## config.mk

```make
export PLATFORM = sky130hd
export DESIGN_NAME = lsma_unit
export DESIGN_NICKNAME = d
export VERILOG_FILES = /design/src/shared/lsma_pkg.sv /design/src/hdl/lsma_line_ram.sv /design/src/hdl/lsma_unit.sv
export SDC_FILE = /design/constraint.sdc
export NUM_CORES = 1
export LEC_CHECK = 0
export BUFFER_PORTS_ARGS = -buffer_cell sky130_fd_sc_hd__buf_2
export CAP_MARGIN = 25
export CORE_UTILIZATION = 55
export CTS_CLUSTER_DIAMETER = 50
export DETAILED_ROUTE_END_ITERATION = 16
export PLACE_DENSITY_LB_ADDON = 0.12
export SETUP_SLACK_MARGIN = 0.2
export SLEW_MARGIN = 20
export SYNTH_ARGS = -nofsm -noshare
export SYNTH_HDL_FRONTEND = slang
export SYNTH_HIERARCHICAL = 1
export SYNTH_SLANG_ARGS = --single-unit
```

## constraint.sdc

```tcl
create_clock -name mclk -period 6.55 [get_ports mclk]
set_input_delay 0.9825 -clock mclk [delete_from_list [all_inputs] [get_ports mclk]]
set_output_delay 0.9825 -clock mclk [all_outputs]
set_load 0.03 [all_outputs]
```

## src/shared/lsma_pkg.sv

```systemverilog
// Shared types, constants and lane helpers of the load/store access unit
package lsma_pkg;

  // ==========================================================================
  // Widths and address layout
  // ==========================================================================
  localparam int          LSMA_DW       = 32;
  localparam int          LSMA_IMM_W    = 16;
  localparam int          LSMA_FULL_AW  = 32;
  localparam int          LSMA_BYP_AW   = 31;
  localparam int          LSMA_BYP_BIT  = 31;
  localparam int          LSMA_LANE_W   = 2;
  localparam int          LSMA_BE_W     = 4;
  localparam logic [1:0]  LSMA_LANE0    = 2'h0;
  localparam logic [1:0]  LSMA_LANE2    = 2'h2;
  localparam logic [3:0]  LSMA_BE_BYTE  = 4'h1;
  localparam logic [3:0]  LSMA_BE_HALF  = 4'h3;
  localparam logic [3:0]  LSMA_BE_WORD  = 4'hF;
  localparam logic [31:0] LSMA_ZERO     = 32'h0000_0000;

  // ==========================================================================
  // Operation encodings
  // ==========================================================================
  typedef enum logic [1:0] {LSMA_SZ_BYTE, LSMA_SZ_HALF, LSMA_SZ_WORD} lsma_size_t;

  typedef enum logic [1:0] {
    LSMA_CMO_NONE,
    LSMA_CMO_INIT_LINE,
    LSMA_CMO_FLUSH_LINE,
    LSMA_CMO_FLUSH_ALL
  } lsma_cmo_t;

  typedef struct packed {
    logic       store;
    logic       io;
    logic       uns;
    lsma_size_t size;
    lsma_cmo_t  cmo;
  } lsma_op_t;

  typedef enum {LSMA_ST_IDLE, LSMA_ST_LOOK, LSMA_ST_BUS} lsma_state_t;

  // ==========================================================================
  // Lane helpers
  // ==========================================================================
  function automatic logic [3:0] lsma_be(input lsma_size_t sz, input logic [1:0] lane);
    unique case (sz)
      LSMA_SZ_BYTE: lsma_be = LSMA_BE_BYTE << lane;
      LSMA_SZ_HALF: lsma_be = LSMA_BE_HALF << {lane[1], 1'b0};
      default:      lsma_be = LSMA_BE_WORD;
    endcase
  endfunction : lsma_be

  function automatic logic [31:0] lsma_ext(input lsma_size_t sz, input logic uns,
                                           input logic [1:0] lane, input logic [31:0] w);
    logic [31:0] sh;
    sh = w >> {lane, 3'h0};
    unique case (sz)
      LSMA_SZ_BYTE: lsma_ext = uns ? {24'h000000, sh[7:0]} : {{24{sh[7]}}, sh[7:0]};
      LSMA_SZ_HALF: lsma_ext = uns ? {16'h0000, sh[15:0]} : {{16{sh[15]}}, sh[15:0]};
      default:      lsma_ext = w;
    endcase
  endfunction : lsma_ext

endpackage : lsma_pkg

```

## src/hdl/lsma_line_ram.sv

```systemverilog
// Line store of the data cache, one word plus tag per line, registered read
`timescale 1ns/1ps
module lsma_line_ram #(
  parameter int W     = 64,
  parameter int IDX_W = 4
) (
  // Clock
  input  wire logic             mclk,
  input  wire logic             ce,
  // Write port
  input  wire logic             we,
  input  wire logic [IDX_W-1:0] waddr,
  input  wire logic [W-1:0]     wdata,
  // Read port
  input  wire logic             re,
  input  wire logic [IDX_W-1:0] raddr,
  output logic      [W-1:0]     rdata
);
  logic [W-1:0] mem [2**IDX_W];

  always_ff @(posedge mclk) begin
    if (ce && we) begin
      mem[waddr] <= wdata;
    end
  end

  always_ff @(posedge mclk) begin
    if (ce && re) begin
      rdata <= mem[raddr];
    end
  end
endmodule : lsma_line_ram

```

## src/hdl/lsma_unit.sv

```systemverilog
// Load/store access unit: address forming, lane steering, cache and uncached path
`timescale 1ns/1ps

// Contract
// Byte addresses up to 32 bits wide.
// Narrower address width leaves upper bits undriven. The unit masks them with AMASK and drives them as zero.
// One shared address space for everything.
// Unmapped addresses give undefined results.
// Data bus is 32 bits wide.
// Byte, half-word and word transfers supported.
// Little-endian, higher bytes at higher addresses.
// Address is register plus signed immediate.
// Bit-31 bypass: 2 GB, top bit uncaches.
// Without cache, cache ops do nothing.
// Cached accesses may be cached or suppressed.
// Peripheral accesses in order, never suppressed.
// Signed narrow loads sign-extend to 32.
// Unsigned narrow loads zero-extend to 32.
// Narrow stores write only low part.
// Narrow peripheral accesses bypass cache.
// Cache init, flush and bypass offered.
module lsma_unit #(
  parameter int ADDR_W    = 32,
  parameter bit HAS_CACHE = 1'b1,
  parameter bit BYPASS31  = 1'b0,
  parameter int IDX_W     = 4
) (
  // Clock and reset
  input  wire logic                     mclk,
  input  wire logic                     rst_b,
  input  wire logic                     ce,
  // Request from the core
  input  wire logic                     req_valid,
  output logic                          req_ready,
  input  wire lsma_pkg::lsma_op_t       req_op,
  input  wire logic [31:0]              req_base,
  input  wire logic [15:0]              req_imm,
  input  wire logic [31:0]              req_wdata,
  // Load answer
  output logic                          resp_valid,
  output logic [31:0]                   resp_data,
  // Data bus
  output logic [31:0]                   dbus_addr,
  output logic                          dbus_read,
  output logic                          dbus_write,
  output logic [3:0]                    dbus_be,
  output logic [31:0]                   dbus_wdata,
  input  wire logic [31:0]              dbus_rdata,
  input  wire logic                     dbus_wait
);
  import lsma_pkg::*;

  // ==========================================================================
  // Address forming
  // ==========================================================================
  localparam int          EFF_AW = (BYPASS31 && ADDR_W > LSMA_BYP_AW) ? LSMA_BYP_AW : ADDR_W;
  localparam logic [31:0] AMASK  = (EFF_AW >= LSMA_FULL_AW) ? ~LSMA_ZERO
                                   : ((32'h1 << EFF_AW) - 32'h1);
  localparam int          LINE_W = LSMA_DW + LSMA_FULL_AW;

  lsma_state_t      state_reg;
  lsma_op_t         op_reg;
  logic [31:0]      addr_reg;
  logic             unc_reg;
  logic [31:0]      wdata_reg;
  logic             resp_valid_reg;
  logic [31:0]      resp_data_reg;
  logic [2**IDX_W-1:0] valid_reg;

  logic [31:0]      eff_raw;
  logic [31:0]      eff;
  logic             unc;
  logic             accept;
  logic             cached_load;
  logic [IDX_W-1:0] req_idx;
  logic [IDX_W-1:0] cur_idx;
  logic [LINE_W-1:0] ram_rdata;
  logic             hit;
  logic             bus_done;
  logic             fill;

  assign eff_raw = req_base + {{(32-LSMA_IMM_W){req_imm[15]}}, req_imm};
  assign eff     = eff_raw & AMASK;
  assign unc     = req_op.io || !HAS_CACHE
                   || (BYPASS31 && eff_raw[LSMA_BYP_BIT]);
  assign req_ready   = (state_reg == LSMA_ST_IDLE);
  assign accept      = ce && req_valid && req_ready;
  assign cached_load = !req_op.store && (req_op.cmo == LSMA_CMO_NONE) && !unc;
  assign req_idx     = eff[IDX_W+LSMA_LANE_W-1:LSMA_LANE_W];
  assign cur_idx     = addr_reg[IDX_W+LSMA_LANE_W-1:LSMA_LANE_W];

  // ==========================================================================
  // Sequencer
  // ==========================================================================
  assign hit      = valid_reg[cur_idx]
                    && (ram_rdata[LINE_W-1:LSMA_DW] == {addr_reg[31:LSMA_LANE_W], LSMA_LANE0});
  assign bus_done = ce && (state_reg == LSMA_ST_BUS) && !dbus_wait;
  assign fill     = bus_done && !op_reg.store && !unc_reg;

  always_ff @(posedge mclk or negedge rst_b) begin
    if (!rst_b) begin
      state_reg <= LSMA_ST_IDLE;
    end else if (ce) begin
      unique case (state_reg)
        LSMA_ST_IDLE: begin
          if (accept && req_op.cmo == LSMA_CMO_NONE) begin
            state_reg <= cached_load ? LSMA_ST_LOOK : LSMA_ST_BUS;
          end
        end
        LSMA_ST_LOOK: begin
          state_reg <= hit ? LSMA_ST_IDLE : LSMA_ST_BUS;
        end
        LSMA_ST_BUS: begin
          if (!dbus_wait) begin
            state_reg <= LSMA_ST_IDLE;
          end
        end
      endcase
    end
  end

  always_ff @(posedge mclk or negedge rst_b) begin
    if (!rst_b) begin
      op_reg    <= '0;
      addr_reg  <= LSMA_ZERO;
      unc_reg   <= 1'b0;
      wdata_reg <= LSMA_ZERO;
    end else if (accept) begin
      op_reg   <= req_op;
      addr_reg <= eff;
      unc_reg  <= unc;
      unique case (req_op.size)
        LSMA_SZ_BYTE: wdata_reg <= {4{req_wdata[7:0]}};
        LSMA_SZ_HALF: wdata_reg <= {2{req_wdata[15:0]}};
        default:      wdata_reg <= req_wdata;
      endcase
    end
  end

  // ==========================================================================
  // Data bus master
  // ==========================================================================
  assign dbus_read  = (state_reg == LSMA_ST_BUS) && !op_reg.store;
  assign dbus_write = (state_reg == LSMA_ST_BUS) && op_reg.store;
  assign dbus_addr  = {addr_reg[31:LSMA_LANE_W], LSMA_LANE0};
  assign dbus_wdata = wdata_reg;
  assign dbus_be    = lsma_be(op_reg.size, addr_reg[LSMA_LANE_W-1:0]);

  // ==========================================================================
  // Load answer
  // ==========================================================================
  always_ff @(posedge mclk or negedge rst_b) begin
    if (!rst_b) begin
      resp_valid_reg <= 1'b0;
      resp_data_reg  <= LSMA_ZERO;
    end else if (ce) begin
      resp_valid_reg <= 1'b0;
      if (state_reg == LSMA_ST_LOOK && hit) begin
        resp_valid_reg <= 1'b1;
        resp_data_reg  <= lsma_ext(op_reg.size, op_reg.uns,
                                   addr_reg[LSMA_LANE_W-1:0],
                                   ram_rdata[LSMA_DW-1:0]);
      end else if (bus_done && !op_reg.store) begin
        resp_valid_reg <= 1'b1;
        resp_data_reg  <= lsma_ext(op_reg.size, op_reg.uns,
                                   addr_reg[LSMA_LANE_W-1:0], dbus_rdata);
      end
    end
  end

  assign resp_valid = resp_valid_reg;
  assign resp_data  = resp_data_reg;

  // ==========================================================================
  // Cache line valid bits and maintenance
  // ==========================================================================
  always_ff @(posedge mclk or negedge rst_b) begin
    if (!rst_b) begin
      valid_reg <= '0;
    end else if (ce && HAS_CACHE) begin
      if (accept) begin
        unique case (req_op.cmo)
          LSMA_CMO_INIT_LINE,
          LSMA_CMO_FLUSH_LINE: valid_reg[req_idx] <= 1'b0;
          LSMA_CMO_FLUSH_ALL:  valid_reg <= '0;
          LSMA_CMO_NONE: begin
            // Write-through: drop any copy a store would make stale
            if (req_op.store) begin
              valid_reg[req_idx] <= 1'b0;
            end
          end
        endcase
      end else if (fill) begin
        valid_reg[cur_idx] <= 1'b1;
      end
    end
  end

  lsma_line_ram #(
    .W     (LINE_W),
    .IDX_W (IDX_W)
  ) u_line_ram (
    .mclk  (mclk),
    .ce    (ce),
    .we    (fill),
    .waddr (cur_idx),
    .wdata ({addr_reg[31:LSMA_LANE_W], LSMA_LANE0, dbus_rdata}),
    .re    (accept && cached_load),
    .raddr (req_idx),
    .rdata (ram_rdata)
  );

  // ==========================================================================
  // Checks
  // ==========================================================================
  logic acc_io_load;
  logic acc_store;
  logic acc_cmo;
  assign acc_io_load = accept && req_op.cmo == LSMA_CMO_NONE && !req_op.store && req_op.io;
  assign acc_store   = accept && req_op.cmo == LSMA_CMO_NONE && req_op.store;
  assign acc_cmo     = accept && req_op.cmo != LSMA_CMO_NONE;

  AST_ONE_CYCLE_KIND: assert property (@(posedge mclk) disable iff (!rst_b)
    !(dbus_read && dbus_write))
    else $error("read and write strobes together");

  AST_BUS_HELD: assert property (@(posedge mclk) disable iff (!rst_b)
    (dbus_read || dbus_write) && dbus_wait |=>
      (dbus_read || dbus_write) && $stable(dbus_addr) && $stable(dbus_be))
    else $error("bus cycle dropped or changed while stalled");

  AST_IO_LOAD_ON_BUS: assert property (@(posedge mclk) disable iff (!rst_b)
    acc_io_load |=> dbus_read)
    else $error("peripheral load did not go to the bus");

  AST_STORE_ON_BUS: assert property (@(posedge mclk) disable iff (!rst_b)
    acc_store |=> dbus_write)
    else $error("store was not issued on the bus");

  AST_EFF_ADDR: assert property (@(posedge mclk) disable iff (!rst_b)
    acc_store |=> dbus_addr[31:LSMA_LANE_W] ==
      ((($past(req_base) + {{16{$past(req_imm[15])}}, $past(req_imm)}) & AMASK)
        >> LSMA_LANE_W))
    else $error("effective address is not base plus immediate");

  AST_ADDR_LIMIT: assert property (@(posedge mclk) disable iff (!rst_b)
    (dbus_read || dbus_write) |-> (dbus_addr & ~AMASK) == LSMA_ZERO)
    else $error("address bit above the usable width driven");

  AST_SIGN_EXT: assert property (@(posedge mclk) disable iff (!rst_b)
    resp_valid && !op_reg.uns && op_reg.size == LSMA_SZ_BYTE |->
      resp_data[31:8] == {24{resp_data[7]}})
    else $error("signed byte load not sign-extended");

  AST_ZERO_EXT: assert property (@(posedge mclk) disable iff (!rst_b)
    resp_valid && op_reg.uns && op_reg.size == LSMA_SZ_HALF |->
      resp_data[31:16] == 16'h0000)
    else $error("unsigned half load not zero-extended");

  AST_NARROW_LANES: assert property (@(posedge mclk) disable iff (!rst_b)
    dbus_write && op_reg.size == LSMA_SZ_BYTE |-> $onehot(dbus_be))
    else $error("byte store enables more than one lane");

  AST_CMO_NOP: assert property (@(posedge mclk) disable iff (!rst_b)
    acc_cmo |=> !dbus_read && !dbus_write && req_ready && (HAS_CACHE || valid_reg == '0))
    else $error("cache operation had an effect without a cache");

  AST_FLUSH_ALL: assert property (@(posedge mclk) disable iff (!rst_b)
    acc_cmo && req_op.cmo == LSMA_CMO_FLUSH_ALL && HAS_CACHE |=> valid_reg == '0)
    else $error("flush of all lines left a valid line");

  AST_HIT_NO_BUS: assert property (@(posedge mclk) disable iff (!rst_b)
    state_reg == LSMA_ST_LOOK && hit && ce |=> !dbus_read && !dbus_write)
    else $error("cache hit still went to the bus");

  COV_HIT: cover property (@(posedge mclk) disable iff (!rst_b)
    state_reg == LSMA_ST_LOOK && hit && ce);
  COV_IO_LOAD: cover property (@(posedge mclk) disable iff (!rst_b)
    acc_io_load ##[1:8] resp_valid);
  COV_STORE: cover property (@(posedge mclk) disable iff (!rst_b)
    acc_store ##1 dbus_write && !dbus_wait);
  COV_FLUSH: cover property (@(posedge mclk) disable iff (!rst_b)
    accept && req_op.cmo == LSMA_CMO_FLUSH_ALL);

endmodule : lsma_unit

```

==> results.sh <==
export IMPL_dp_cells=3982
export IMPL_reg2reg_depth=8
export IMPL_io_pins=228
export IMPL_synth_area_per_cell_um2=18.3
export IMPL_crit_path_cell_trace="inv_1 > ha_1 > nor2b_1 > nor2b_1 > and3b_1 > nand4b_1 > nor2_4 > buf_4"
export IMPL_rsz0062_at_grt="no"
export IMPL_htreeDepth=3
export IMPL_slew_headroom_pct=26.5
export IMPL_first_iter_violations=2432
export IMPL_drv_cap=0
export IMPL_fill_cells=6131
export IMPL_clock_power_share_pct=33.7
export IMPL_critPathSlowestCell="nor2_4"
export IMPL_initial_core_util_pct=55.9
export IMPL_core_area_um2=87300
export IMPL_reg2reg_from="state_reg[0]$_DFFE_PN0P_"
export IMPL_p_total_uw=21300
export IMPL_num_rows=108
export IMPL_startpoint="state_reg[0]$_DFFE_PN0P_"
export IMPL_cp_start_kind="flop"
export IMPL_crit_top_cell="nor2b_1"
export IMPL_crit_family="simple AND/OR/NAND/NOR gates"
export IMPL_grt_start_max_net_pins=115
export IMPL_p_sw_share_pct=29.6
export IMPL_routed_via_density=6.31
export IMPL_grt_total_usage_pct=27.5
export IMPL_setup_viol=0
export IMPL_synth_warnings=6
export IMPL_cts_tree="built"
export IMPL_drt_pass1_iter_count=5
export IMPL_nets=3112
export IMPL_syn_inst=2668
export IMPL_layout_cells_non_filler=4215
export IMPL_dp_hpwl_mm=69.3
export IMPL_setup_worst_path_end_class="flop"
export IMPL_internal_power_uw=15000
export IMPL_timing_rr_end="u_line_ram/mem[10][17]$_DFFE_PP_"
export IMPL_synth_area_um2=48800
export IMPL_vdd_drop_max_v=0.000291
export IMPL_clkTransAtPathRegs_ns=0.07
export IMPL_cts_buffers=121
export IMPL_grt_pass1_vias=27300
export IMPL_arrival_ns=4.68
export IMPL_outcome="complete, no violations"
export IMPL_r2r_slack_ns=2.20
export IMPL_synth_edf_count=1088
export IMPL_clockRootBuffer="clkbuf_16"
export IMPL_leakage_uw=0.0193
export IMPL_grt_ovfl_total=0
export IMPL_antenna_found_initial=7
export IMPL_post_cts_buffers=0
export IMPL_ys_types=65
export IMPL_ys_ff_latch=1208
export IMPL_path_buf_inv=2
export IMPL_die_y_um=300
export IMPL_synthToLayoutAreaGrowth_pct=14.5
export IMPL_fin_util_pct=64.0
export IMPL_power_density_nw_per_um2=382
export IMPL_tns_ns=0
export IMPL_postCtsHoldBufs=0
export IMPL_crit_type="flop to flop"
export IMPL_fin_hold_ws_ns=0.224
export IMPL_die_area_um2=90000
export IMPL_drive_above_1_share_pct=26.4
export IMPL_ys_seq_area_share_pct=73.1
export IMPL_finalHoldViolations=0
export IMPL_slowest_delay_ns=0.84
export IMPL_largest_reg_flops=1024
export IMPL_pwr_share_seq_pct=45.9
export IMPL_p_comb_share_pct=20.4
export IMPL_totalWireLength_mm=122
export IMPL_largestRegisters="u_line_ram/mem: 1024 flops, u_line_ram/rdata: 64 flops"
export IMPL_vias=26600
export IMPL_drv_slew=0
export IMPL_clk_path_buf_depth=3
export IMPL_gp_congestion=0.872
export IMPL_p_sw_uw=6310
export IMPL_grt_pass1_wl_mm=179
export IMPL_max_freq_ghz=0.230
export IMPL_die_w_um=300
export IMPL_ys_flop_type="edfxtp_1"
export IMPL_drc=0
export IMPL_post_route_period_util_pct=66.4
export IMPL_regMostFlops="u_line_ram/mem"
export IMPL_skew_ns=0.0267
export IMPL_worstPathMaxFanout=26
export IMPL_wl_per_cell_um=29.0
export IMPL_numClockSinks=1208
export IMPL_min_period_ns=4.35
export IMPL_clk_latency_ns=0.71
export IMPL_async_flop_share_pct=9.93
export IMPL_worst_pin_slew_ns=1.10
export IMPL_port_buffers=225
export IMPL_critPathRequiredTime_ns=6.88
export IMPL_final_antenna_net_count=0
export IMPL_cts_resized=0
export IMPL_hold_path_class="primary input to asynchronous set/reset pin"
cell families after synthesis:
logic type	after synthesis	synth area share (%)
fa+ha+maj	35	0.912
xor+xnor	54	0.969
other cells	1	0.00768
flops	1208	73.1
compound gates	470	6.26
buf+inv	193	2.01
simple gates	389	3.47
mux	318	13.3
cell type report:
type / count / area, um^2 / area share, %
inverters: 18 / 82.6 / 0.148
multi-input cells: 1300 / 12500 / 22.3
flip-flops and latches: 1208 / 35700 / 63.8
well taps: 1155 / 1450 / 2.58
repair buffers: 304 / 2010 / 3.60
diodes: 1 / 2.50 / 0.00448
clock inverters: 80 / 971 / 1.74
clock buffers: 149 / 3240 / 5.80
cell usage after synthesis, types with 8 or more instances:
cell,number,area [um^2]
edfxtp_1,1088,32700
mux4_2,262,5900
nand2_1,243,912
a22oi_1,133,998
dfrtp_1,120,3000
o21ai_0,112,561
clkbuf_1,92,345
a21oi_1,87,435
nor2_1,62,233
mux2i_1,51,510
buf_4,50,375
xnor2_1,38,333
ha_1,34,425
a21o_1,25,188
o22ai_1,23,144
buf_2,18,90.1
inv_1,18,67.6
xor2_1,16,140
o21bai_1,14,105
nand4_1,13,81.3
nand3_1,12,60.1
nor3_1,12,60.1
nor2b_1,11,68.8
o21ai_2,11,96.3
a31oi_1,10,62.6
o21a_1,10,75.1
buf_1,9,33.8
o221ai_1,8,70.1
routing by layer:
| metal | wire length [um] | global-route usage [%] | vias to the layer above |
|---|---|---|---|
| met5 | 56 | 0 | - |
| met4 | 3080 | 8.39 | 8 |
| met3 | 9660 | 4.45 | 194 |
| met2 | 60600 | 45.4 | 1178 |
| met1 | 48700 | 38.2 | 13900 |
| li1 | - | - | 11300 |
worst reg2reg max path, delay by kind of cell (launching register included):
family                   cells  cell delay [ns]
adder cells (fa/ha/maj)      1             0.27
flip-flops                   1             0.38
AND/OR/NAND/NOR              5             2.54
buffers and inverters        2             0.76
worst max path at each step:
stage / depth (start not counted) / slack [ns] / end
finish: 8 / 2.20 / u_line_ram/mem[10][17]$_DFFE_PP_
global route: 8 / 1.96 / u_line_ram/mem[10][17]$_DFFE_PP_
CTS: 8 / 2.26 / u_line_ram/mem[14][21]$_DFFE_PP_
detailed placement: 9 / 1.97 / u_line_ram/rdata[35]$_DFFE_PP_
global placement: 9 / 1.96 / u_line_ram/rdata[42]$_DFFE_PP_
floorplan: 8 / 1.40 / u_line_ram/mem[1][0]$_DFFE_PP_
cell usage in the layout (no fill, tap or decap), types with 11 or more instances in the layout:
master / n
a22oi_1: 133
bufinv_16: 18
nor2_1: 49
buf_12: 18
clkbuf_8: 11
o21ai_0: 112
mux4_2: 262
clkbuf_1: 17
a21oi_1: 87
o22ai_1: 23
buf_2: 224
inv_1: 16
clkinv_1: 17
nand4_1: 13
o21bai_1: 14
mux2i_1: 51
ha_1: 34
o21ai_2: 11
edfxtp_1: 1088
clkbuf_16: 121
buf_4: 58
nand2_1: 243
nor2_4: 13
dfrtp_1: 119
xor2_1: 16
conb_1: 34
xnor2_1: 38
a21o_1: 25
nand3_1: 11
clkinv_2: 22
stage by stage:
stage,cell area [um^2],setup slack (ns)
6_report,55900,2.20
5_1_grt,55900,1.96
4_1_cts,55800,2.26
3_5_place_dp,51600,1.97
3_3_place_gp,51600,1.96
2_1_floorplan,49000,1.40
power groups by stage:
stage | logic [uW] | clock network [uW] | registers, uW
after floorplan | 2660 | 0 | 10100
after global placement | 4300 | 0 | 9910
after detailed placement | 4370 | 0 | 9950
after CTS | 4390 | 7290 | 9790
after global routing | 4690 | 7560 | 9860
final | 4360 | 7190 | 9790
Note: power is estimated with default switching activity, not from simulation.
